==> config.mk <==
export PLATFORM = sky130hd
export DESIGN_NAME = udmc_ctrl
export DESIGN_NICKNAME = d
export VERILOG_FILES = /design/src/verilog/udmc_pkg.sv /design/src/verilog/udmc_stat_fifo.sv /design/src/verilog/udmc_ctrl.sv
export VERILOG_INCLUDE_DIRS = /design/src /design/src/verilog
export SDC_FILE = /design/constraint.sdc
export NUM_CORES = 1
export LEC_CHECK = 0
export BUFFER_PORTS_ARGS = -buffer_cell sky130_fd_sc_hd__buf_2
export CORE_MARGIN = 4
export CORE_UTILIZATION = 40
export DETAILED_ROUTE_END_ITERATION = 8
export PLACE_DENSITY = 0.67
export SYNTH_ARGS = -nofsm -noshare
export SYNTH_HDL_FRONTEND = slang
export SYNTH_SLANG_ARGS = --single-unit
==> constraint.sdc <==
create_clock -name clk_sys_i -period 2.4 [get_ports clk_sys_i]
set_input_delay 0.48 -clock clk_sys_i [delete_from_list [all_inputs] [get_ports clk_sys_i]]
set_output_delay 0.48 -clock clk_sys_i [all_outputs]
set_load 0.005 [all_outputs]
==> src/verilog/udmc_regs.svh <==
// Register offsets, field positions, reset values and timing counts of the USB module control block.
`ifndef UDMC_REGS_SVH
`define UDMC_REGS_SVH

// ----------------------------------------------------------------------------
// Register offsets (byte addresses on the plain register port)
// ----------------------------------------------------------------------------
`define UDMC_ADDR_W          8
`define UDMC_OFS_CTRL        8'h00
`define UDMC_OFS_CFG         8'h04
`define UDMC_OFS_XSTAT       8'h08
`define UDMC_OFS_EVT         8'h0c
`define UDMC_OFS_EP_BASE     8'h10
`define UDMC_NUM_EP          8

// ----------------------------------------------------------------------------
// Control register fields
// ----------------------------------------------------------------------------
`define UDMC_CTRL_PPRST      1
`define UDMC_CTRL_SE0        5
`define UDMC_CTRL_PKTOFF     4
`define UDMC_CTRL_MODEN      3
`define UDMC_CTRL_RESUME     2
`define UDMC_CTRL_SUSP       0
`define UDMC_CTRL_RESET      8'h00

// ----------------------------------------------------------------------------
// Configuration register fields
// ----------------------------------------------------------------------------
`define UDMC_CFG_PPB_LO      0
`define UDMC_CFG_PULLUP      4
`define UDMC_CFG_RESET       8'h00
`define UDMC_PPB_NONE        2'h0

// ----------------------------------------------------------------------------
// Event register fields (transaction done flag)
// ----------------------------------------------------------------------------
`define UDMC_EVT_TRN         3

// ----------------------------------------------------------------------------
// Timing
// ----------------------------------------------------------------------------
`define UDMC_CLK_HZ          25000000
`define UDMC_RESUME_MS       10
`define UDMC_RESUME_CYC      ((`UDMC_CLK_HZ / 1000) * `UDMC_RESUME_MS)
`define UDMC_FIFO_DEPTH      4

`endif

==> src/verilog/udmc_pkg.sv <==
// Types shared by the USB module control block.
package udmc_pkg;

    // Event reported by the engine when a transaction finishes.
    typedef struct packed {
        logic [3:0] endpoint_number_field;
        logic       dir_in;
        logic       pingpong_indicator;
    } udmc_stat_s;

    // Bus-side line state after synchronisation.
    typedef struct packed {
        logic dp;
        logic dm;
    } udmc_line_s;

    // Resume signalling sequencer.
    typedef enum logic [1:0] {
        UDMC_RS_IDLE = 2'b00,
        UDMC_RS_DRIVE = 2'b01,
        UDMC_RS_HOLD = 2'b10
    } udmc_rs_e;

endpackage

==> src/verilog/udmc_stat_fifo.sv <==
// Four-entry transfer status FIFO read through the transfer status register.
`include "udmc_regs.svh"

module udmc_stat_fifo #(
    parameter int DEPTH = `UDMC_FIFO_DEPTH
) (
    // Clock and reset
    input  wire logic                clk_sys_i,
    input  wire logic                sys_rst_i,
    // Write side from the engine
    input  wire logic                push_i,
    input  wire udmc_pkg::udmc_stat_s push_data_i,
    output logic                     full_o,
    // Read side towards the register window
    input  wire logic                pop_i,
    output logic                     valid_o,
    output udmc_pkg::udmc_stat_s     head_o
);

    localparam int PW = $clog2(DEPTH);

    if (DEPTH < 2 || (DEPTH & (DEPTH - 1)) != 0) begin : g_bad_depth
        $error("DEPTH must be a power of two of at least 2");
    end

    udmc_pkg::udmc_stat_s mem_r [DEPTH];
    logic [PW-1:0] wp_r;
    logic [PW-1:0] rp_r;
    logic [PW:0]   cnt_r;
    wire           do_push = push_i && !full_o;
    wire           do_pop  = pop_i && valid_o;

    assign full_o  = (cnt_r == (PW+1)'(DEPTH));
    assign valid_o = (cnt_r != '0);
    assign head_o  = mem_r[rp_r];

    // Storage is not reset; only the pointers need a defined value.
    always_ff @(posedge clk_sys_i) begin
        if (do_push)
            mem_r[wp_r] <= push_data_i;
    end

    // Pointers and fill count; push and pop may coincide.
    always_ff @(posedge clk_sys_i) begin
        if (sys_rst_i) begin
            wp_r  <= '0;
            rp_r  <= '0;
            cnt_r <= '0;
        end else begin
            if (do_push)
                wp_r <= wp_r + 1'b1;
            if (do_pop)
                rp_r <= rp_r + 1'b1;
            cnt_r <= cnt_r + (PW+1)'(do_push) - (PW+1)'(do_pop);
        end
    end

endmodule

==> src/verilog/udmc_ctrl.sv <==
// USB device module control: enable, attach, ping-pong reset, packet disable, resume and suspend.
// ----------------------------------------------------------------------------
// Summary of operation
// - Status bit shows single-ended zero on bus while enabled.
// - Enable activates engine, clears ping-pong indicators.
// - Enable turns on pull-ups when the pull-up bit is configured: soft attach.
// - Pointer reset forces all pointers to even.
// - Pointer reset stays until firmware clears it.
// - Pointer reset ignored without ping-pong mode.
// - SETUP token sets packet disable, halts traffic.
// - Software only clears packet disable; resumes traffic.
// - Pending events stay readable in status FIFO.
// - Resume bit set while enabled drives resume signalling until cleared; 10 ms minimum counted.
// - Suspend gates engine clock, low power.
// - Suspended device stays attached, transceiver idle except while driving resume.
// - Eight independent endpoint control registers.
// - Status register windows four-entry FIFO; clear advances.
// - Pull-ups only when enabled and configured.
// ----------------------------------------------------------------------------
//
// The plain strobed port and the register offsets are this design's own decisions.
`include "udmc_regs.svh"

module udmc_ctrl #(
    parameter int NUM_EP     = `UDMC_NUM_EP,
    parameter int RESUME_CYC = `UDMC_RESUME_CYC
) (
    // Clock and reset
    input  wire logic                     clk_sys_i,
    input  wire logic                     sys_rst_i,
    // Register port
    input  wire logic [`UDMC_ADDR_W-1:0]  reg_addr_i,
    input  wire logic [7:0]               reg_wdata_i,
    input  wire logic                     reg_wr_i,
    input  wire logic                     reg_rd_i,
    output logic      [7:0]               reg_rdata_o,
    // Bus line pins (asynchronous)
    input  wire logic                     usb_dp_i,
    input  wire logic                     usb_dm_i,
    // Engine side
    input  wire logic                     setup_rx_i,
    input  wire logic                     trn_done_i,
    input  wire udmc_pkg::udmc_stat_s     trn_stat_i,
    output logic                          stat_full_o,
    output logic                          engine_en_o,
    output logic                          engine_clk_en_o,
    output logic                          pkt_allow_o,
    output logic                          ppind_clear_o,
    output logic                          pp_force_even_o,
    output logic [8*NUM_EP-1:0]           ep_ctrl_o,
    // Transceiver side
    output logic                          pullup_en_o,
    output logic                          xcvr_idle_o,
    output logic                          low_power_o,
    output logic                          resume_drive_o
);

    // Refuse what the decode cannot serve.
    if (NUM_EP < 1 || NUM_EP > 8) begin : g_bad_ep
        $error("NUM_EP must be 1 to 8");
    end
    if (RESUME_CYC < 1) begin : g_bad_resume
        $error("RESUME_CYC must be at least 1");
    end

    // ------------------------------------------------------------------------
    // Address decode
    // ------------------------------------------------------------------------
    // Endpoint decode is needed for both reads and writes.
    function automatic logic ep_hit(input logic [`UDMC_ADDR_W-1:0] a, input int n);
        ep_hit = (a == `UDMC_ADDR_W'(`UDMC_OFS_EP_BASE + 4 * n));
    endfunction

    // One select per register address.
    wire hit_ctrl  = (reg_addr_i == `UDMC_OFS_CTRL);
    wire hit_cfg   = (reg_addr_i == `UDMC_OFS_CFG);
    wire hit_xstat = (reg_addr_i == `UDMC_OFS_XSTAT);
    wire hit_evt   = (reg_addr_i == `UDMC_OFS_EVT);
    wire wr_ctrl   = reg_wr_i && hit_ctrl;
    wire wr_cfg    = reg_wr_i && hit_cfg;
    wire wr_evt    = reg_wr_i && hit_evt;

    // ------------------------------------------------------------------------
    // Pin synchronisers
    // ------------------------------------------------------------------------
    // The bus lines are asynchronous.
    udmc_pkg::udmc_line_s line_m_r;
    udmc_pkg::udmc_line_s line_r;

    // The first stage is read only by the second stage.
    always_ff @(posedge clk_sys_i) begin
        if (sys_rst_i) begin
            line_m_r <= '0;
            line_r   <= '0;
        end else begin
            line_m_r <= '{dp: usb_dp_i, dm: usb_dm_i};
            line_r   <= line_m_r;
        end
    end

    // ------------------------------------------------------------------------
    // Control and configuration registers
    // ------------------------------------------------------------------------
    // Software-visible control state.
    logic       moden_r;
    logic       pprst_r;
    logic       pktoff_r;
    logic       resume_r;
    logic       susp_r;
    logic [7:0] cfg_r;
    logic [7:0] ep_r [NUM_EP];
    logic       se0_r;

    // The enable edge comes from the write.
    wire moden_rise = wr_ctrl && reg_wdata_i[`UDMC_CTRL_MODEN] && !moden_r;

    // A written one is ignored; setup wins.
    wire pktoff_nxt = setup_rx_i ? 1'b1 :
                      (wr_ctrl && !reg_wdata_i[`UDMC_CTRL_PKTOFF]) ? 1'b0 : pktoff_r;

    // Software holds enable, pointer reset, resume and suspend; packet
    // disable can only be cleared from software and the engine's set wins.
    always_ff @(posedge clk_sys_i) begin
        if (sys_rst_i) begin
            moden_r  <= 1'b0;
            pprst_r  <= 1'b0;
            pktoff_r <= 1'b0;
            resume_r <= 1'b0;
            susp_r   <= 1'b0;
            cfg_r    <= `UDMC_CFG_RESET;
        end else begin
            pktoff_r <= pktoff_nxt;
            if (wr_ctrl) begin
                moden_r  <= reg_wdata_i[`UDMC_CTRL_MODEN];
                pprst_r  <= reg_wdata_i[`UDMC_CTRL_PPRST];
                resume_r <= reg_wdata_i[`UDMC_CTRL_RESUME];
                susp_r   <= reg_wdata_i[`UDMC_CTRL_SUSP];
            end
            if (wr_cfg)
                cfg_r <= reg_wdata_i;
        end
    end

    // Each endpoint has its own register.
    // Slots past NUM_EP are never decoded.
    genvar gi;
    generate
        for (gi = 0; gi < NUM_EP; gi++) begin : g_ep
            always_ff @(posedge clk_sys_i) begin
                if (sys_rst_i)
                    ep_r[gi] <= 8'h00;
                else if (reg_wr_i && ep_hit(reg_addr_i, gi))
                    ep_r[gi] <= reg_wdata_i;
            end
            assign ep_ctrl_o[8*gi +: 8] = ep_r[gi];
        end
    endgenerate

    // Single-ended zero is sampled live every cycle, no acknowledge needed.
    // It reads as zero while disabled.
    always_ff @(posedge clk_sys_i) begin
        if (sys_rst_i)
            se0_r <= 1'b0;
        else
            se0_r <= moden_r && !line_r.dp && !line_r.dm;
    end

    // ------------------------------------------------------------------------
    // Transfer status FIFO and transaction done flag
    // ------------------------------------------------------------------------
    // The head is what the status window shows.
    udmc_pkg::udmc_stat_s head;
    logic                 head_valid;
    logic                 trn_flag_r;
    // Writing one to the flag does nothing.
    wire trn_clear = wr_evt && !reg_wdata_i[`UDMC_EVT_TRN];
    wire fifo_pop  = trn_clear && trn_flag_r;

    // Events stay queued even while packet transfers are disabled.
    udmc_stat_fifo #(
        .DEPTH (`UDMC_FIFO_DEPTH)
    ) u_stat_fifo (
        .clk_sys_i   (clk_sys_i),
        .sys_rst_i   (sys_rst_i),
        .push_i      (trn_done_i),
        .push_data_i (trn_stat_i),
        .full_o      (stat_full_o),
        .pop_i       (fifo_pop),
        .valid_o     (head_valid),
        .head_o      (head)
    );

    // The flag drops for one cycle after a pop, then reasserts if another entry waits.
    always_ff @(posedge clk_sys_i) begin
        if (sys_rst_i)
            trn_flag_r <= 1'b0;
        else if (fifo_pop)
            trn_flag_r <= 1'b0;
        else
            trn_flag_r <= head_valid;
    end

    // ------------------------------------------------------------------------
    // Resume signalling
    // ------------------------------------------------------------------------
    udmc_pkg::udmc_rs_e rs_r;
    udmc_pkg::udmc_rs_e rs_nxt;
    logic [31:0]        rs_cnt_r;
    wire                rs_done = (rs_cnt_r == 32'(RESUME_CYC - 1));

    // Drive resume while the bit is set; the counter reports when the
    // minimum time has elapsed, software still ends it by clearing the bit.
    // Driving starts only while enabled.
    always_comb begin
        rs_nxt = rs_r;
        case (rs_r)
            udmc_pkg::UDMC_RS_IDLE:  if (resume_r && moden_r) rs_nxt = udmc_pkg::UDMC_RS_DRIVE;
            udmc_pkg::UDMC_RS_DRIVE: if (!resume_r) rs_nxt = udmc_pkg::UDMC_RS_IDLE;
                                     else if (rs_done) rs_nxt = udmc_pkg::UDMC_RS_HOLD;
            udmc_pkg::UDMC_RS_HOLD:  if (!resume_r) rs_nxt = udmc_pkg::UDMC_RS_IDLE;
            default:                 rs_nxt = udmc_pkg::UDMC_RS_IDLE;
        endcase
    end

    // The counter runs only while driving.
    always_ff @(posedge clk_sys_i) begin
        if (sys_rst_i) begin
            rs_r     <= udmc_pkg::UDMC_RS_IDLE;
            rs_cnt_r <= 32'h0;
        end else begin
            rs_r     <= rs_nxt;
            rs_cnt_r <= (rs_r == udmc_pkg::UDMC_RS_DRIVE) ? rs_cnt_r + 32'h1 : 32'h0;
        end
    end

    // ------------------------------------------------------------------------
    // Outputs towards engine and transceiver
    // ------------------------------------------------------------------------
    // Any buffering mode but none uses ping-pong.
    wire pp_mode = (cfg_r[`UDMC_CFG_PPB_LO +: 2] != `UDMC_PPB_NONE);
    logic ppind_clear_r;

    // One-cycle pulse in the same cycle that the enable rises.
    always_ff @(posedge clk_sys_i) begin
        if (sys_rst_i)
            ppind_clear_r <= 1'b0;
        else
            ppind_clear_r <= moden_rise;
    end

    // Engine gating from enable and suspend.
    assign engine_en_o     = moden_r;
    assign ppind_clear_o   = ppind_clear_r;
    assign pp_force_even_o = pprst_r && pp_mode;
    assign pkt_allow_o     = moden_r && !pktoff_r && !susp_r;
    // Pull-ups stay on through suspend so the host sees no detach.
    assign pullup_en_o     = moden_r && cfg_r[`UDMC_CFG_PULLUP];
    assign engine_clk_en_o = moden_r && !susp_r;
    assign low_power_o     = susp_r;
    assign xcvr_idle_o     = susp_r && (rs_r == udmc_pkg::UDMC_RS_IDLE);
    assign resume_drive_o  = (rs_r != udmc_pkg::UDMC_RS_IDLE);

    // ------------------------------------------------------------------------
    // Read data, one cycle after the strobe
    // ------------------------------------------------------------------------
    // Unmapped addresses read zero; unmapped configuration bits read back as written.
    logic [7:0] rd_mux;
    wire  [7:0] ctrl_view = {2'b00, se0_r, pktoff_r, moden_r, resume_r, pprst_r, susp_r};
    wire  [7:0] stat_view = {2'b00, head.endpoint_number_field, head.dir_in, head.pingpong_indicator};
    wire  [7:0] evt_view  = {4'h0, trn_flag_r, 3'h0};

    always_comb begin
        rd_mux = 8'h00;
        if (hit_ctrl)
            rd_mux = ctrl_view;
        else if (hit_cfg)
            rd_mux = cfg_r;
        else if (hit_xstat)
            rd_mux = stat_view;
        else if (hit_evt)
            rd_mux = evt_view;
        for (int i = 0; i < NUM_EP; i++) begin
            if (ep_hit(reg_addr_i, i))
                rd_mux = ep_r[i];
        end
    end

    // Zero between reads hides stale data.
    always_ff @(posedge clk_sys_i) begin
        if (sys_rst_i)
            reg_rdata_o <= 8'h00;
        else
            reg_rdata_o <= reg_rd_i ? rd_mux : 8'h00;
    end

endmodule

==> run metrics, run 1 <==
count of cell types in the netlist ~70; Final Hold Fails 0; Worst EP arrival about 2.5 ns; PortBufs 111; hold path endpoint line_m_r[1]; DP Wirelength approximately 15000 um; RSZ-0062 raised after global routing no; Final Max Slew Viols 0; Initial Utilization approximately 41%; antenna violations before repair 0; post_cts resized 0; worst reg2reg endpoint u_stat_fifo.cnt_r[2]; FF+latch count, synth 159; f_max 455 MHz; Worst Tran Pin Value between 0.5 and 0.6 ns; H-tree Lvls 4; Post-synth EDFFs between 80 and 90; Static Leak between 0.003 and 0.004 uW; final worst slack about 0.2 ns; Die Y roughly 140 um; Clock Sinks approximately 160; first-pass GRT wire length roughly 31000 um; Core ar. 18100 um^2; largest net degree at the start of global routing 33; Max transition margin 61.1%; outcome complete, no violations; ANT cells 0; worst-skew pair later-pin latency between 0.4 and 0.5 ns; final net count approximately 830; Max VDD drop 0.474 mV; clock-pin slew on the worst setup and hold paths approximately 0.07 ns; critical hold path startpoint usb_dp_i; First-pass DRT Iterations 5; area share of the largest cell type after synthesis a little over a third; Synth area leader edfxtp_1; fin util just under 50%; area grow syn2layout 21.6%; layout cell share with drive strength beyond 1 approximately a quarter; total congestion overflow 0; 1st-iter DRT viols between 400 and 500; ys flop type edfxtp_1; Tcrit/Tclk final roughly 92%; vias after detailed routing between 5k and 6k; Synth Warn # 0; pwr/cell area 701 nW/um^2; Die W roughly 140 um; minimum clock period approximately 2.2 ns; most frequent cells in the layout 111 x buf_2, 88 x edfxtp_1, 71 x dfxtp_1; I/O pin total 112; GPL Wtd Cong 0.890; post-synth net total 700; dpl ws -0.0972 ns; worst reg-to-reg setup slack between 0.2 and 0.25 ns; Bufs and invs on worst path 2; CP Max Fanout 3; Reg power frac roughly half; Area contributors post-synth edfxtp_1 36%, dfxtp_1 19%, and2_1 5.9%; Gate power share approximately 8.6%; CP max stage cell fa_1; Max clock buf depth 2; CTS tree yes; worst setup path category register to register; final antenna-violating net count 0; vias in the first global route 5569; synthesized instance count approximately 660; Vias/cell 5.56; wire per inst 19.6 um; maxcap violations 0; Clk pwr share between 40% and 50%; slowest stage delay, CP approximately 0.38 ns; Crit path max-delay family adder cells; CP Launch Type register; critical-path cell list nor3_2 > nand4b_1 > inv_1 > ha_1 > inv_1 > ha_1 > fa_1 > xnor2_1 > xnor2_1 > nor2_1; WP data required about 2.7 ns; cts bufs inserted 17; clk root buf clkbuf_16; RR Startpoint u_stat_fifo.cnt_r[2]; Mapped Avg Cell Area 11.1 um^2; final setup fails 0; reg2reg path depth 10; NetSw between 1500 and 2000 uW; Mapped Area about 7400 um^2; Crit path depth 10; hold_buf cts 0; Post-route DRC 0; WHS Path Cells 2; GRT Overall Usage about a fifth; switching share of total power between 20 and 25%; Worst setup EP type register; WL final roughly 20000 um; Worst Skew approximately 0.0087 ns; register area share after synthesis 55.1%; P_int approximately 4800 uW; die area 20700 um^2; Placement Rows between 40 and 50; share of synthesized registers carrying an async set or reset 0%; Hold Crit Class input port to register; Post-CTS Setup Inserts 0; total negative setup slack 0 ns; commonest non-fill, non-tap cell in the layout buf_2
==> cells by family (layout without fill, tap and decap cells) <==
family / after synthesis / after routing / share of synthesized area (%)
compound gates: 107 / 107 / 10.5
xor+xnor: 17 / 17 / 2.02
fa+ha+maj: 8 / 8 / 1.46
buf+inv: 63 / 209 / 3.42
flops: 159 / 159 / 55.1
mux: 40 / 40 / 6.48
simple gates: 268 / 268 / 21.0
==> worst reg2reg max path, delay by kind of cell (launching register included) <==
family | cells | cell delay, ns
xor+xnor | 2 | 0.34
fa+ha+maj | 3 | 0.83
flops | 1 | 0.34
simple gates | 3 | 0.47
buf+inv | 2 | 0.11
==> metrics by stage <==
stage          power [uW]  area [um^2]  hold slack (ns)  std cells
2_1_floorplan        3390         7390            0.374        662
3_3_place_gp         3670         8390            0.381       1005
3_5_place_dp         3680         8390            0.391       1005
4_1_cts              6340         8970            0.239       1037
5_1_grt              6510         8980            0.243       1037
6_report             6300         8980            0.258       1037
==> power by group through the flow <==
| stage | sequential (uW) | clock, uW | combinational (uW) |
|---|---|---|---|
| floorplan | 3120 | 0 | 270 |
| global placement | 3130 | 0 | 535 |
| detailed placement | 3140 | 0 | 541 |
| CTS | 3080 | 2720 | 543 |
| global route | 3090 | 2830 | 593 |
| finish | 3080 | 2670 | 542 |
==> cell usage after synthesis, types with 3 or more instances <==
cell type	n
o22a_1	4
a31oi_1	10
o2bb2ai_1	6
mux4_2	6
and2_1	70
o41ai_1	3
nor4b_1	4
a32oi_1	6
o21ai_0	7
o21bai_1	6
a211oi_1	5
a22o_1	3
nand3_1	16
inv_1	27
o31ai_1	9
o311ai_0	4
mux2i_1	32
ha_1	7
xnor2_1	15
a21oi_1	23
edfxtp_1	88
dfxtp_1	71
nand4_1	11
o221ai_1	4
nor3_1	11
a2bb2oi_1	4
and3_1	6
buf_1	3
or2_2	5
nor4_1	12
nor2b_1	13
nor2_1	48
or4_1	11
buf_2	7
nand2b_1	13
clkbuf_1	24
nand2_1	27
==> metal layers <==
| metal | part of all wire, % | global-route usage (%) |
|---|---|---|
| met1 | 42 | 25.8 |
| met2 | 47 | 31.8 |
| met3 | 6.9 | 4.56 |
| met4 | 3.4 | 9.61 |
| met5 | 0 | 0 |
==> worst max-delay path by stage <==
stage,startpoint,end,slack [ns]
2_1_floorplan,reg_addr_i[3],u_stat_fifo.cnt_r[2],0.006
3_3_place_gp,reg_addr_i[4],u_stat_fifo.cnt_r[2],-0.08
3_5_place_dp,reg_addr_i[4],u_stat_fifo.cnt_r[2],-0.1
4_1_cts,u_stat_fifo.cnt_r[1],u_stat_fifo.cnt_r[2],0.07
5_1_grt,u_stat_fifo.cnt_r[2],u_stat_fifo.cnt_r[2],0.01
6_report,u_stat_fifo.cnt_r[2],u_stat_fifo.cnt_r[2],0.20
==> final cells by class <==
| type | count | area (um^2) |
|---|---|---|
| flip-flops and latches | 159 | 4060 |
| clock inverters | 15 | 159 |
| clock buffers | 17 | 425 |
| multi-input cells | 440 | 3100 |
| repair buffers | 149 | 841 |
| inverters | 28 | 105 |
| fillers | 1610 | 9110 |
| well taps | 229 | 287 |
==> registers in the layout (all words and copies together) (netlist names), named ones only <==
register and cells:
rs_cnt_r 32, u_stat_fifo.cnt_r 3, cfg_r 8, line_r 2, pktoff_r 1, pprst_r 1, low_power_o 1, engine_en_o 1
u_stat_fifo.rp_r 2, rs_r 2, ep_r 64, trn_flag_r 1, line_m_r 2, u_stat_fifo.wp_r 2, u_stat_fifo.mem_r 24, se0_r 1
resume_r 1, ppind_clear_o 1, reg_rdata_o 8
Power figures use the tool's default switching activity.
==> run 2, diff against run 1 <==
Settings changed: PLACE_DENSITY 0.67 to 0.64, SETUP_SLACK_MARGIN set to 0.3.
Clock period 2.4 ns to 2.8 ns, I/O delays scaled along.
==> run 2 against run 1 <==
Effect of this change:
- clock-buffer cell count up 1
- largest cell class unchanged
- worst setup slack better by 0.23 ns
- global-route usage grew 1.0 points
- register-to-register slack better by 0.30 ns
- die area unchanged
- wire length grew 4.9%
- via count is 0.69% higher
- critical path type is now input port to register
- critical endpoint unchanged
==> run metrics, run 2 (same netlist as run 1, synthesis figures left out) <==
outcome complete, no violations; Die Y 144 um (unchanged); clk root buf clkbuf_16; final antenna-violating net count 0 (unchanged); Finished Layout Cells 1019 (-1.7%); vias in the first global route 5755 (+3.3%); Crit path max-delay family simple AND/OR/NAND/NOR gates; CP Launch Type input port; PortBufs 111 (unchanged); maxcap violations 0 (unchanged); f_max roughly 420 MHz; Max VDD drop 0.435 mV (-8.1%); Bufs and invs on worst path 3 (+1); total congestion overflow 0 (unchanged); biggest regs ep_r (64), rs_cnt_r (32), u_stat_fifo.mem_r (24); CP Max Fanout 7 (+4); vias after detailed routing 5808 (+0.69%); Placed Cells incl. Taps 987 (-1.8%); filler cell count 1605 (-0.31%); Worst Tran Pin Value 0.620 ns (+0.0415 ns); worst-skew pair later-pin latency 0.42 ns (about the same); clock-pin slew on the worst setup and hold paths 0.06 ns (about the same); Post-CTS Setup Inserts 0 (unchanged); die area 20700 um^2 (unchanged); final worst slack 0.433 ns (+0.232 ns); Tcrit/Tclk final 84.5%; hold path endpoint line_m_r[0]; GPL Wtd Cong 0.968 (+8.8%); Static Leak 0.00331 uW (-3.3%); GRT Overall Usage 21.0% (+1.0 points); register with the most flip-flops ep_r; Hold WS 0.354 ns (+0.0959 ns); crit path launch reg_addr_i[4]; ANT cells 0 (unchanged); RSZ-0062 raised after global routing no; cts bufs inserted 17 (unchanged); Initial Utilization 40.8% (unchanged); final net count 815 (-2.2%); Worst Skew 0.00786 ns (-0.000828 ns); Final Hold Fails 0 (unchanged); Worst setup EP type register; largest net degree at the start of global routing 33 (unchanged); CP max stage cell nor4_2; CTS tree yes; minimum clock period ~2.4 ns; Post-route DRC 0 (unchanged); DP Wirelength 15700 um (+5.0%); Die W 144 um (unchanged); Hold Crit Class input port to register; commonest non-fill, non-tap cell in the layout buf_2; Worst EP arrival 2.67 ns (+0.17 ns); total negative setup slack 0 ns (unchanged); antenna violations before repair 1 (+1); critical hold path startpoint usb_dm_i; Max clock buf depth 2 (unchanged); worst setup path category input port to register; First-pass DRT Iterations 6 (+1); reg2reg path depth 10 (unchanged); layout cell share with drive strength beyond 1 24.2% (-1.6 points); Final Max Slew Viols 0 (unchanged); Max transition margin 58.3% (-2.8 points); Clock Sinks 159 (unchanged); final setup fails 0 (unchanged); FF+latch area 4060 um^2 (unchanged); slowest stage delay, CP 0.45 ns (+0.07 ns); 1st-iter DRT viols 508 (+12%); Placement Rows 49 (unchanged); critical-path cell list buf_2 > nor4_2 > nand4b_1 > inv_1 > ha_1 > inv_1 > ha_1 > fa_1 > xnor2_1 > xnor2_1 > nor2_1; WP data required 3.11 ns (+0.41 ns); I/O pin total 112 (unchanged); Vias/cell 5.70 (+2.5%); RR Startpoint u_stat_fifo.cnt_r[1]; Core ar. 18100 um^2 (unchanged); pwr/cell area 594 nW/um^2 (-15%); wire per inst 20.9 um (+6.8%); H-tree Lvls 4 (unchanged); dpl ws 0.0269 ns (+0.124 ns); worst reg2reg endpoint u_stat_fifo.cnt_r[2]; WHS Path Cells 2 (unchanged); area grow syn2layout 19.2%; WL final 21300 um (+4.9%); most frequent cells in the layout 111 x buf_2, 88 x edfxtp_1, 71 x dfxtp_1; Largest register FFs 64 (unchanged); first-pass GRT wire length 32900 um (+5.2%); worst reg-to-reg setup slack 0.50 ns (+0.30 ns); multi-input logic area 3100 um^2 (unchanged)
## run 2: changes by cell type in the layout (fill, tap and decap cells not counted), sizes merged
cell      delta
bufinv       -2
buf         -18
inv          -1
clkinvlp     +2
clkbuf       +1
## run 2: area by class of cell
class                      instances  area share, %
inverter                          28           1.19
clock inverter                    14           1.27
timing repair buffer             131           8.02
clock buffer                      18           4.88
multi-input combinational        440           35.2
tap                              229           3.26
sequential                       159           46.2
## run 2: how the worst max path moves through the flow
stage	cells after the start	endpoint
final	11	u_stat_fifo.cnt_r[2]
after floorplan	12	u_stat_fifo.cnt_r[2]
after CTS	10	u_stat_fifo.cnt_r[2]
after detailed placement	11	u_stat_fifo.cnt_r[2]
after global placement	11	u_stat_fifo.cnt_r[2]
after global routing	11	u_stat_fifo.cnt_r[2]
## run 2: metal layers
layer	vias up	routed length (um)	GRT usage, %
li1	2676	-	-
met1	2840	8910	27.6
met2	251	10200	34.2
met3	39	1630	4.83
met4	2	587	7.43
met5	-	8	0
## run 2: power by group
group	leakage, uW	switching, uW	internal (uW)
Combinational	0.00165	266	182
Sequential	0.00140	67.1	2570
Clock	0.000254	990	1150
Total	0.00331	1320	3900
## run 2: repair_timing
action	in CTS	in global routing
setup endpoints to repair	0	1
hold buffers	0	0
gates resized for setup	0	1
## run 2: through the flow
stage / utilization (%) / power (uW) / cell area (um^2)
floorplan: - / 2900 / 7390
global placement: 45.6 / 3120 / 8250
detailed placement: 45.6 / 3130 / 8250
CTS: 48.6 / 5250 / 8790
global route: 48.6 / 5420 / 8800
finish: 48.6 / 5230 / 8800
==> run 3, diff against run 2 <==
Settings changed: PLACE_DENSITY 0.64 to 0.67.
Clock period 2.8 ns to 2 ns, I/O delays scaled along.
==> run 3 against run 2 <==
Effect of this change:
- via count increased by 3.6%
- design area increased by 12%
- the run now ends with setup timing left
- first-iteration DRC count fell by 23%
- wire length grew 0.11%
- non-clock buffer count increased by 65
- register-to-register slack lost 0.52 ns
- clock power up 54%
- largest cell class unchanged
- cell count increased by 6.8%
- sequential power is 39% higher
- worst setup slack worse by 0.45 ns
- global-route usage shrank 0.62 points
- highest routed layer is now met4
==> run metrics, run 3 (same netlist as run 1, synthesis figures left out) <==
First-pass DRT Iterations 7 (+1); pwr/cell area 790 nW/um^2 (+33%); Largest register FFs 64 (unchanged); H-tree Lvls 4 (unchanged); Worst Skew 0.0106 ns (+0.00277 ns); RR Startpoint trn_flag_r; 1st-iter DRT viols 389 (-23%); wire per inst 19.6 um (-6.2%); area grow syn2layout 33.4%; vias in the first global route 5625 (-2.3%); Core ar. 18100 um^2 (unchanged); vias after detailed routing 6015 (+3.6%); fin util 54.5% (+5.8 points); final worst slack -0.0206 ns (-0.454 ns); f_max a little under 500 MHz; met3 Usage GRT 5.22% (+0.40 points); PnR Total Power 7780 uW (+49%); Worst Tran Pin Value 0.444 ns (-0.177 ns); clock-pin slew on the worst setup and hold paths 0.06 ns (about the same); I/O pin total 112 (unchanged); worst setup path category register to register; Final Hold Fails 0 (unchanged); critical hold path startpoint usb_dp_i; Post-route DRC 0 (unchanged); minimum clock period between 2 and 2.5 ns; WL final 21300 um (+0.11%); Initial Utilization 40.8% (unchanged); Max clock buf depth 2 (unchanged); worst-skew pair later-pin latency 0.44 ns (+0.02 ns); die area 20700 um^2 (unchanged); met1 Resource Use GR 26.4% (-1.2 points); clk root buf clkbuf_16; Placement Rows 49 (unchanged); most frequent cells in the layout 110 x buf_2, 88 x edfxtp_1, 80 x buf_4; RSZ-0062 raised after global routing yes; biggest regs ep_r (64), rs_cnt_r (32), u_stat_fifo.mem_r (24); CP Max Fanout 3 (-4); register with the most flip-flops ep_r; Placed Cells incl. Taps 1026 (+4.0%); Tcrit/Tclk final 101%; Finished Layout Cells 1088 (+6.8%); PortBufs 111 (unchanged); DP Wirelength 15000 um (-4.4%); Max VDD drop 0.688 mV (+58%); worst reg2reg endpoint u_stat_fifo.cnt_r[2]; cts bufs inserted 17 (unchanged); maxcap violations 0 (unchanged); CP Launch Type register; first-pass GRT wire length 31600 um (-3.8%); largest net degree at the start of global routing 33 (unchanged); antenna violations before repair 0 (-1); final setup fails 1 (+1); final antenna-violating net count 0 (unchanged); Worst EP arrival 2.34 ns (-0.33 ns); CTS tree yes; final net count 884 (+8.5%); ANT cells 0 (unchanged); reg2reg path depth 10 (unchanged); Hold WS 0.179 ns (-0.175 ns); Static Leak 0.00378 uW (+14%); Die Y 144 um (unchanged); met2 Track Usage GR 32.7% (-1.5 points); failing checks setup timing; outcome finished with violations; total congestion overflow 0 (unchanged); commonest non-fill, non-tap cell in the layout buf_2; multi-input logic area 3510 um^2 (+13%); hold_buf cts 0 (unchanged); WHS Path Cells 2 (unchanged); layout cell share with drive strength beyond 1 39.5% (+15 points); filler cell count 1545 (-3.7%); Vias/cell 5.53 (-3.0%); WP data required 2.32 ns (-0.79 ns); dpl ws -0.409 ns (-0.436 ns); Clock Sinks 159 (unchanged); Final Max Slew Viols 0 (unchanged); Die W 144 um (unchanged); hold path endpoint line_m_r[1]; FF+latch area 4120 um^2 (+1.4%); GRT Overall Usage 20.4% (-0.62 points); Worst setup EP type register; worst reg-to-reg setup slack -0.02 ns (-0.52 ns); Max transition margin 70.4% (+12 points); GRT Max-Usage Layer met2; Hold Crit Class input port to register; GPL Wtd Cong 0.905 (-6.6%)
-- run 3: layout make-up --
class / instances / share of cell area (%)
flip-flops and latches: 159 / 41.8
multi-input cells: 444 / 35.6
repair buffers: 196 / 12.5
clock buffers: 18 / 4.36
well taps: 229 / 2.91
clock inverters: 14 / 1.77
inverters: 28 / 1.07
-- run 3: per-stage QoR --
step / TNS, ns / area [um^2]
2_1_floorplan: -0.462 / 7600
3_3_place_gp: -2.04 / 8720
3_5_place_dp: -3.10 / 8720
4_1_cts: -0.0199 / 9540
5_1_grt: -0.104 / 9850
6_report: -0.0206 / 9850
-- run 3: how the worst max path moves through the flow --
stage	endpoint	slack (ns)	startpoint	cells past startpoint
final	u_stat_fifo.cnt_r[2]	-0.02	trn_flag_r	10
after floorplan	u_stat_fifo.cnt_r[2]	-0.26	reg_addr_i[3]	12
after detailed placement	u_stat_fifo.cnt_r[2]	-0.41	reg_addr_i[4]	12
after global routing	u_stat_fifo.cnt_r[2]	-0.10	u_stat_fifo.cnt_r[2]	10
after CTS	u_stat_fifo.cnt_r[2]	-0.02	u_stat_fifo.cnt_r[2]	10
after global placement	u_stat_fifo.cnt_r[2]	-0.36	reg_addr_i[4]	12
-- run 3: report_power, final --
| group | internal, uW | total, uW | switching (uW) |
|---|---|---|---|
| Combinational | 376 | 792 | 416 |
| Sequential | 3590 | 3680 | 93.0 |
| Clock | 1880 | 3300 | 1420 |
-- run 3: what timing repair did --
item	CTS	global route
gates resized for setup	40	50
gates cloned	2	2
hold endpoints to repair	0	0
pin swaps	16	23
setup buffers	12	14
setup endpoints to repair	41	38
-- run 3: layer usage --
metal,vias up,wire (um)
met5,-,0
met4,0,663
met3,46,1470
met2,239,10300
met1,2902,8910
li1,2828,-
-- run 3: critical path: stages, from the launching register on --
cell and delay [ns]:
dfxtp_1 0.34, and3b_2 0.24, nand4b_1 0.14, inv_2 0.08, ha_4 0.27, inv_2 0.03
ha_4 0.15, fa_2 0.35, xnor2_2 0.14, xnor2_1 0.13, nor2_1 0.05
